--- config.mk ---
export PLATFORM = sky130hd
export DESIGN_NAME = pin_change_interrupt_detector
export DESIGN_NICKNAME = d
export VERILOG_FILES = /design/src/common/pin_change_pkg.sv /design/src/common/port_bank_if.sv /design/src/core/pin_sync_edge.sv /design/src/core/port_change_bank.sv /design/src/core/pin_change_interrupt_detector.sv
export SDC_FILE = /design/constraint.sdc
export NUM_CORES = 1
export LEC_CHECK = 0
export ABC_AREA = 1
export BUFFER_PORTS_ARGS = -buffer_cell sky130_fd_sc_hd__buf_2
export CORE_UTILIZATION = 65
export DETAILED_ROUTE_END_ITERATION = 8
export PLACE_DENSITY = 0.93
export SETUP_SLACK_MARGIN = 0.5
export SYNTH_ARGS = -nofsm -noshare
export SYNTH_HDL_FRONTEND = slang
export SYNTH_HIERARCHICAL = 1
export SYNTH_SLANG_ARGS = --single-unit
--- constraint.sdc ---
create_clock -name ref_clk -period 2.85 [get_ports ref_clk]
set_clock_uncertainty 0.2 [all_clocks]
set_input_delay 0.57 -clock ref_clk [delete_from_list [all_inputs] [get_ports ref_clk]]
set_output_delay 0.57 -clock ref_clk [all_outputs]
set_load 0.005 [all_outputs]
--- src/common/pin_change_pkg.sv ---
// Constants, types and register map of the pin change detector.
// Assumes an 8-bit register port and the 200 MHz system clock.
//
// Contract
// Edges still set flags while the module interrupt enable is clear.
// Each pin has its own rising and falling detector, each separately armed.
// With both enables set a pin responds to either direction.
// An armed edge sets the pin flag and requests an interrupt if enabled.
// The summary flag is the OR of all per-pin flags.
// Writing zero clears a flag, but a coinciding armed edge leaves it set.
// Software should clear flags by ANDing with the inverse of seen bits.
// An armed edge wakes the device only when the interrupt enable is set.
// Edges seen during sleep are in the flags before the first instruction.
// Port A rising enables use bits 5..0; bits 7..6 read zero.
// Port A falling enables use bits 5..0; bits 7..6 read zero.
// Port A flags 5..0 set on armed rising or falling edges only; the code also sets them when ones are written to the flag register.
// Port B rising enables use bits 7..4 on the large variant.
// Port B falling enables use bits 7..4; bits 3..0 read zero.
// Port B flags 7..4 set on armed edges; bits 3..0 read zero.
// Port C has all three registers, bits 7..6 only on the large variant.
// Pins are synchronised and compared with prior samples; all bits reset zero.

package pin_change_pkg;

   // ------------------------------------------------------------
   // Register map
   // ------------------------------------------------------------
   localparam int DATA_W = 8;
   localparam int ADDR_W = 4;
   localparam int PORTS = 3;
   localparam logic [3:0] RISE_OFS [PORTS] = '{4'h0, 4'h3, 4'h6};
   localparam logic [3:0] FALL_OFS [PORTS] = '{4'h1, 4'h4, 4'h7};
   localparam logic [3:0] FLAG_OFS [PORTS] = '{4'h2, 4'h5, 4'h8};
   localparam logic [3:0] CTRL_OFS = 4'h9;
   localparam logic [3:0] STATUS_OFS = 4'ha;

   // ------------------------------------------------------------
   // Fields and reset values
   // ------------------------------------------------------------
   localparam logic [7:0] PORT_A_MASK = 8'h3f;
   localparam logic [7:0] PORT_B_MASK = 8'hf0;
   localparam logic [7:0] PORT_C_MASK_LARGE = 8'hff;
   localparam logic [7:0] PORT_C_MASK_SMALL = 8'h3f;
   localparam logic [7:0] ABSENT_MASK = 8'h00;
   localparam logic [7:0] REG_RESET = 8'h00;
   localparam int IRQ_EN_BIT = 0;
   localparam int SUMMARY_BIT = 0;
   localparam int SLEEP_BIT = 1;

   // ------------------------------------------------------------
   // Types
   // ------------------------------------------------------------
   typedef enum logic {
      SETTLING = 1'b0,
      TRACKING = 1'b1
   } track_state_t;

endpackage

--- src/common/port_bank_if.sv ---
// Carrier between the register decode and one port's change bank.
// Assumes one instance per port, all on ref_clk.

interface port_bank_if;
   logic wr_rise;
   logic wr_fall;
   logic wr_flags;
   logic [7:0] wdata;
   logic [7:0] rise_en;
   logic [7:0] fall_en;
   logic [7:0] flags;
   logic [7:0] hit;

   modport bank (
      input wr_rise, wr_fall, wr_flags, wdata,
      output rise_en, fall_en, flags, hit
   );

   modport ctrl (
      output wr_rise, wr_fall, wr_flags, wdata,
      input rise_en, fall_en, flags, hit
   );
endinterface

--- src/core/pin_sync_edge.sv ---
// Three-stage pin synchroniser with agreement filter and edge pulses.
// Assumes asynchronous pins and a single ref_clk domain.

module pin_sync_edge #(
   parameter int W = 8
) (
   input wire logic ref_clk,
   input wire logic rst,
   input wire logic [W-1:0] pin_in,
   output logic [W-1:0] rise_ev,
   output logic [W-1:0] fall_ev
);

   // ------------------------------------------------------------
   // Synchroniser and settled value
   // ------------------------------------------------------------
   logic [W-1:0] sync1;
   logic [W-1:0] sync2;
   logic [W-1:0] sync3;
   logic [W-1:0] stable;
   logic [W-1:0] next_stable;
   pin_change_pkg::track_state_t state;
   logic [1:0] fill;
   wire filled = &fill;
   wire agree_all = (sync2 == sync3);
   wire tracking = (state == pin_change_pkg::TRACKING);

   // A bit moves only once the second and third stages agree.
   assign next_stable = (~(sync2 ^ sync3) & sync3) | ((sync2 ^ sync3) & stable);
   assign rise_ev = tracking ? (next_stable & ~stable) : '0;
   assign fall_ev = tracking ? (~next_stable & stable) : '0;

   always_ff @(posedge ref_clk) begin
      if (rst) begin
         sync1 <= '0;
         sync2 <= '0;
         sync3 <= '0;
      end else begin
         sync1 <= pin_in;
         sync2 <= sync1;
         sync3 <= sync2;
      end
   end

   // The first settled sample after reset is taken without an edge.
   // Settling waits until all three stages hold real pin samples, so a pin held high through reset makes no edge.
   always_ff @(posedge ref_clk) begin
      if (rst) begin
         stable <= '0;
         fill <= 2'h0;
         state <= pin_change_pkg::SETTLING;
      end else begin
         case (state)
            pin_change_pkg::SETTLING: begin
               if (filled && agree_all) begin
                  stable <= sync3;
                  state <= pin_change_pkg::TRACKING;
               end else if (!filled) begin
                  fill <= fill + 2'h1;
               end
            end
            pin_change_pkg::TRACKING: begin
               stable <= next_stable;
            end
            default: begin
               state <= pin_change_pkg::SETTLING;
            end
         endcase
      end
   end

endmodule

--- src/core/port_change_bank.sv ---
// Enable and flag registers of one port with the armed-edge match.
// Assumes edge pulses from pin_sync_edge on the same clock.

module port_change_bank #(
   parameter logic [7:0] MASK = 8'hff
) (
   input wire logic ref_clk,
   input wire logic rst,
   input wire logic [7:0] rise_ev,
   input wire logic [7:0] fall_ev,
   port_bank_if.bank bus
);

   // ------------------------------------------------------------
   // Armed-edge match and flag update
   // ------------------------------------------------------------
   logic [7:0] next_flags;

   // Either enable arms its own detector; both arm both directions.
   assign bus.hit = ((rise_ev & bus.rise_en) | (fall_ev & bus.fall_en)) & MASK;
   // Hardware set wins over a software write in the same cycle.
   assign next_flags = ((bus.wr_flags ? bus.wdata : bus.flags) | bus.hit) & MASK;

   always_ff @(posedge ref_clk) begin
      if (rst) begin
         bus.rise_en <= pin_change_pkg::REG_RESET;
         bus.fall_en <= pin_change_pkg::REG_RESET;
         bus.flags <= pin_change_pkg::REG_RESET;
      end else begin
         if (bus.wr_rise) begin
            bus.rise_en <= bus.wdata & MASK;
         end
         if (bus.wr_fall) begin
            bus.fall_en <= bus.wdata & MASK;
         end
         bus.flags <= next_flags;
      end
   end

endmodule

--- src/core/pin_change_interrupt_detector.sv ---
// Top of the pin change detector: register port, three port banks,
// summary flag, interrupt request and wake request.
// Assumes software drives one-cycle strobes on ref_clk and that the
// pins are asynchronous to it.
//
// The placing of the registers and the strobed register port were decided locally.

module pin_change_interrupt_detector #(
   parameter bit LARGE_VARIANT = 1'b1
) (
   input wire logic ref_clk,
   input wire logic rst,
   input wire logic [3:0] addr,
   input wire logic [7:0] wr_data,
   input wire logic wr_strobe,
   input wire logic rd_strobe,
   output logic [7:0] rd_data,
   input wire logic [7:0] port_a_pin,
   input wire logic [7:0] port_b_pin,
   input wire logic [7:0] port_c_pin,
   input wire logic sleep_mode,
   output logic change_summary_flag,
   output logic change_irq,
   output logic wake_req
);

   // ------------------------------------------------------------
   // Elaboration checks and port masks
   // ------------------------------------------------------------
   localparam int NP = pin_change_pkg::PORTS;
   localparam logic [7:0] B_MASK = LARGE_VARIANT ? pin_change_pkg::PORT_B_MASK
                                                 : pin_change_pkg::ABSENT_MASK;
   localparam logic [7:0] C_MASK = LARGE_VARIANT ? pin_change_pkg::PORT_C_MASK_LARGE
                                                 : pin_change_pkg::PORT_C_MASK_SMALL;
   localparam logic [7:0] PORT_MASK [NP] = '{pin_change_pkg::PORT_A_MASK, B_MASK, C_MASK};

   if (pin_change_pkg::DATA_W != 8 || pin_change_pkg::ADDR_W != 4) begin : g_bad_width
      $error("Register port must be 8 data bits and 4 address bits.");
   end

   // ------------------------------------------------------------
   // Per-port signals
   // ------------------------------------------------------------
   logic [7:0] pins [NP];
   logic [7:0] rise_en [NP];
   logic [7:0] fall_en [NP];
   logic [7:0] flags [NP];
   logic [7:0] hit [NP];
   logic [7:0] rise_ev [NP];
   logic [7:0] fall_ev [NP];

   assign pins[0] = port_a_pin;
   assign pins[1] = port_b_pin;
   assign pins[2] = port_c_pin;

   // ------------------------------------------------------------
   // Port banks
   // ------------------------------------------------------------
   for (genvar p = 0; p < NP; p++) begin : g_port
      port_bank_if bif ();

      assign bif.wr_rise = wr_strobe && (addr == pin_change_pkg::RISE_OFS[p]);
      assign bif.wr_fall = wr_strobe && (addr == pin_change_pkg::FALL_OFS[p]);
      assign bif.wr_flags = wr_strobe && (addr == pin_change_pkg::FLAG_OFS[p]);
      assign bif.wdata = wr_data;
      assign rise_en[p] = bif.rise_en;
      assign fall_en[p] = bif.fall_en;
      assign flags[p] = bif.flags;
      assign hit[p] = bif.hit;

      pin_sync_edge #(
         .W(8)
      ) u_sync (
         .ref_clk(ref_clk),
         .rst(rst),
         .pin_in(pins[p]),
         .rise_ev(rise_ev[p]),
         .fall_ev(fall_ev[p])
      );

      port_change_bank #(
         .MASK(PORT_MASK[p])
      ) u_bank (
         .ref_clk(ref_clk),
         .rst(rst),
         .rise_ev(rise_ev[p]),
         .fall_ev(fall_ev[p]),
         .bus(bif.bank)
      );
   end

   // ------------------------------------------------------------
   // Control register
   // ------------------------------------------------------------
   logic change_irq_enable;
   wire wr_ctrl = wr_strobe && (addr == pin_change_pkg::CTRL_OFS);

   always_ff @(posedge ref_clk) begin
      if (rst) begin
         change_irq_enable <= 1'b0;
      end else if (wr_ctrl) begin
         change_irq_enable <= wr_data[pin_change_pkg::IRQ_EN_BIT];
      end
   end

   // ------------------------------------------------------------
   // Summary, interrupt and wake
   // ------------------------------------------------------------
   // Flags keep running while the enable is clear; only requests are gated.
   assign change_summary_flag = |(flags[0] | flags[1] | flags[2]);
   assign change_irq = change_irq_enable && change_summary_flag;
   assign wake_req = sleep_mode && change_irq;

   // ------------------------------------------------------------
   // Read path
   // ------------------------------------------------------------
   logic [7:0] next_rd_data;
   wire [7:0] ctrl_view = {7'h00, change_irq_enable};
   wire [7:0] status_view = {6'h00, sleep_mode, change_summary_flag};

   always_comb begin
      next_rd_data = 8'h00;
      case (addr)
         pin_change_pkg::RISE_OFS[0]: next_rd_data = rise_en[0];
         pin_change_pkg::FALL_OFS[0]: next_rd_data = fall_en[0];
         pin_change_pkg::FLAG_OFS[0]: next_rd_data = flags[0];
         pin_change_pkg::RISE_OFS[1]: next_rd_data = rise_en[1];
         pin_change_pkg::FALL_OFS[1]: next_rd_data = fall_en[1];
         pin_change_pkg::FLAG_OFS[1]: next_rd_data = flags[1];
         pin_change_pkg::RISE_OFS[2]: next_rd_data = rise_en[2];
         pin_change_pkg::FALL_OFS[2]: next_rd_data = fall_en[2];
         pin_change_pkg::FLAG_OFS[2]: next_rd_data = flags[2];
         pin_change_pkg::CTRL_OFS: next_rd_data = ctrl_view;
         pin_change_pkg::STATUS_OFS: next_rd_data = status_view;
         default: next_rd_data = 8'h00;
      endcase
   end

   // Read data stand only in the cycle after the strobe.
   always_ff @(posedge ref_clk) begin
      if (rst) begin
         rd_data <= 8'h00;
      end else if (rd_strobe) begin
         rd_data <= next_rd_data;
      end else begin
         rd_data <= 8'h00;
      end
   end

   wire wr_flag_a = wr_strobe && (addr == pin_change_pkg::FLAG_OFS[0]);
   wire wr_flag_b = wr_strobe && (addr == pin_change_pkg::FLAG_OFS[1]);
   wire wr_flag_c = wr_strobe && (addr == pin_change_pkg::FLAG_OFS[2]);
endmodule

==> qor_table.md <==
| Metric | This run | Unit |
| --- | --- | --- |
| Final worst path period need | 2.31 | ns |
| Post-placement cell count | 1341 | - |
| Area taken by flip-flops and latches | 0.00324 | mm² |
| Setup slack on the worst flop-to-flop path | 0.93 | ns |
| Fraction of layout instances using a drive strength above 1 | 14.6 | % |
| Largest net degree at the start of global routing | 59 | - |
| Nets@finish | 1261 | - |
| Total power divided by cell area | 598 | mW/mm² |
| Clock tree from TritonCTS | done | - |
| Root buf cell | clkbuf_16 | - |
| Violations in the final reports | DRC | - |
| Final antenna-violating net count | 0 | - |
| Synthesized netlist cell count | 1168 | - |
| Largest stage delay on the critical path | 0.34 | ns |
| Post-synth design cell area | 0.00787 | mm² |
| Die footprint | 0.0126 | mm² |
| P_leak | 0.00390 | µW |
| Max Used Layer | met5 | - |
| Routed length on met2 | 8510 | µm |
| Kind of launch point of the worst setup path | register | - |
| Unrepaired setup endpoints after global routing | no | - |
| CP Capture Point | wake_req | - |
| Die Span X | 112 | µm |
| Met1 wire length | 7250 | µm |
| HPWL reported at the end of detailed placement | 12700 | µm |
| Clock-pin slew of the registers on the worst-case setup and hold paths | 0.06 | ns |
| Number of setup violations in the final report | 0 | - |
| Die height | 112 | µm |
| Classification of the worst-slack hold path | in2reg | - |
| Highest Clock Rate | 0.432 | GHz |
| Reported max-cap violation count | 0 | - |
| Worst Setup Path Type | reg2out | - |
| Most frequent cells in the layout | 347 x nand2_1, 206 x nor2_1, 162 x dfxtp_1 | - |
| Cts-stage hold buffer count | 0 | - |
| Insertion delay of the later-clocked pin in the worst-skew pair | 0.42 | ns |
| Share of the clock period used by the worst path | 81.1 | % |
| Number of buffer cells added on primary ports | 51 | - |
| Number of buffers created by CTS | 17 | - |
| Area Overhead vs Synth | 10.5 | % |
| Number of setup buffers added after CTS | 0 | - |
| Wire length of the first global-routing pass | 30500 | µm |
| Endpoint required time on the critical path | 2.08 | ns |
| Final Non-Filler Cells | 1374 | - |
| Total number of cells along the worst setup path | 7 | - |
| Bufs on Longest Clock Path | 2 | - |
| Setup_tns | 0 | ns |
| Number of DRC markers after the initial detailed-route iteration | 752 | - |
| Slowest cell on the critical path | dfxtp_1 | - |
| Max FO, Critical Path | 3 | - |
| Startpoint of the lowest-slack register-to-register path | g_port[0].u_sync/state$_SDFF_PP0_ | - |
| Total area of multi-input combinational cells | 0.00375 | mm² |
| Most common cell after layout, fill and taps aside | nand2_1 | - |
| Routed wire length | 18300 | µm |
| Via count of the first global-routing pass | 6806 | - |
| Vias post-DR | 7266 | - |
| Average footprint of a synthesized cell | 6.74 | µm² |
| Drt wl/cell | 13.3 | µm |
| Critical path's top delay family | simple AND/OR/NAND/NOR gates | - |
| Drt pass-1 iters | 8 | - |
| I/O pin cnt | 52 | - |
| Number of placement rows | 39 | - |
| Final Max Slew Viols | 0 | - |
| Total number of H-tree levels | 4 | - |
| Worst reg2reg path depth | 6 | - |
| Peak supply drop | 0.521 | mV |
| Via density | 5.29 | - |
| Yosys synthesis warning count | 6 | - |
| Length of routed met3 wiring | 1680 | µm |
| Worst slew margin | 55.8 | % |
| Std-Cell Core Area | 0.0116 | mm² |
| Worst endpoint data arrival time | 1.54 | ns |
| Launch point of the critical path | g_port[2].u_bank/bus.flags[4]$_SDFF_PP0_ | - |
| Final-report hold violation count | 0 | - |
| Global Route Usage Sum | 30.9 | % |
| Cells traversed along the worst timing path | nor2_2 > nand2_1 > nor2_1 > nand3_2 > nand2_1 > nor2_1 > buf_2 | - |
| Effective utilization at floorplan | 67.8 | % |
| Final-layout fill cell count | 904 | - |
| Result of the run | finished, violations left | - |
| Worst r2r dst | g_port[0].u_bank/bus.flags[2]$_SDFF_PP0_ | - |
| Overall overflow remaining after global route | 0 | - |
| Clock sink count | 162 | - |
| Type of element capturing the critical path | output port | - |
| DRC errors left | 2 | - |
| Final weighted congestion in routability-driven placement | 0.923 | - |
| Buffers & Inverters on Critical Path | 1 | - |
| Number of antenna violations at the first check in global routing | 1 | - |
| Transition time of the tightest slew-check pin | 0.656 | ns |
tightest hold or removal path, cell delays in order:
cell    delay (ns)
buf_2         0.07
inv_1         0.03
nor2_1        0.06
where the power goes:
group          internal [µW]  switching, µW
Combinational            153            284
Sequential              2360           64.7
Clock                   1460            884
what timing repair did:
action	CTS	global route
hold endpoints to repair	0	0
resized for setup	1	1
setup endpoints to repair	2	2
sequential cells by signal, indices dropped and copies added (netlist names):
name,cells
g_port.u_bank/bus.flags,18
g_port.u_sync/fill,6
g_port.u_sync/sync2,24
g_port.u_sync/sync3,24
rd_data,8
g_port.u_sync/sync1,24
g_port.u_sync/state,3
g_port.u_bank/bus.rise_en,18
g_port.u_sync/stable,18
g_port.u_bank/bus.fall_en,18
change_irq_enable,1
per-stage QoR:
step / utilization (%) / setup WS, ns / hold slack [ns] / total power, µW / instance area [µm²]
2_1_floorplan: - / 0.887 / 0.188 / 2800 / 7930
3_3_place_gp: 69.6 / 0.713 / 0.189 / 2870 / 8090
3_5_place_dp: 69.6 / 0.629 / 0.193 / 2890 / 8090
4_1_cts: 74.9 / 0.529 / 0.132 / 5220 / 8690
5_1_grt: 74.9 / 0.509 / 0.134 / 5410 / 8700
6_report: 74.9 / 0.538 / 0.144 / 5200 / 8700
worst min path at each step:
stage	slack, ns	from	cells after the start	endpoint
6_report	0.14	port_c_pin[0]	3	g_port[2].u_sync/sync1[0]$_SDFF_PP0_
5_1_grt	0.13	port_a_pin[7]	3	g_port[0].u_sync/sync1[7]$_SDFF_PP0_
2_1_floorplan	0.19	g_port[0].u_sync/sync1[0]$_SDFF_PP0_	2	g_port[0].u_sync/sync2[0]$_SDFF_PP0_
4_1_cts	0.13	port_c_pin[0]	3	g_port[2].u_sync/sync1[0]$_SDFF_PP0_
3_3_place_gp	0.19	g_port[0].u_sync/sync1[0]$_SDFF_PP0_	2	g_port[0].u_sync/sync2[0]$_SDFF_PP0_
3_5_place_dp	0.19	g_port[0].u_sync/sync1[0]$_SDFF_PP0_	2	g_port[0].u_sync/sync2[0]$_SDFF_PP0_
metal layers:
layer / vias to the layer above / GRT usage, %
li1: 3648 / -
met4: 2 / 19.0
met5: - / 0
met2: 337 / 50.8
met3: 86 / 8.69
met1: 3193 / 36.0
layout make-up:
class / count / area share, %
Multi-Input combinational cell: 824 / 43.1
Tap cell: 143 / 2.06
Inverter: 151 / 6.63
Clock buffer: 22 / 5.11
Antenna cell: 1 / 0.0288
Clock inverter: 10 / 1.83
Timing Repair Buffer: 61 / 3.97
Sequential cell: 162 / 37.3
Power figures use the tool's default switching activity.
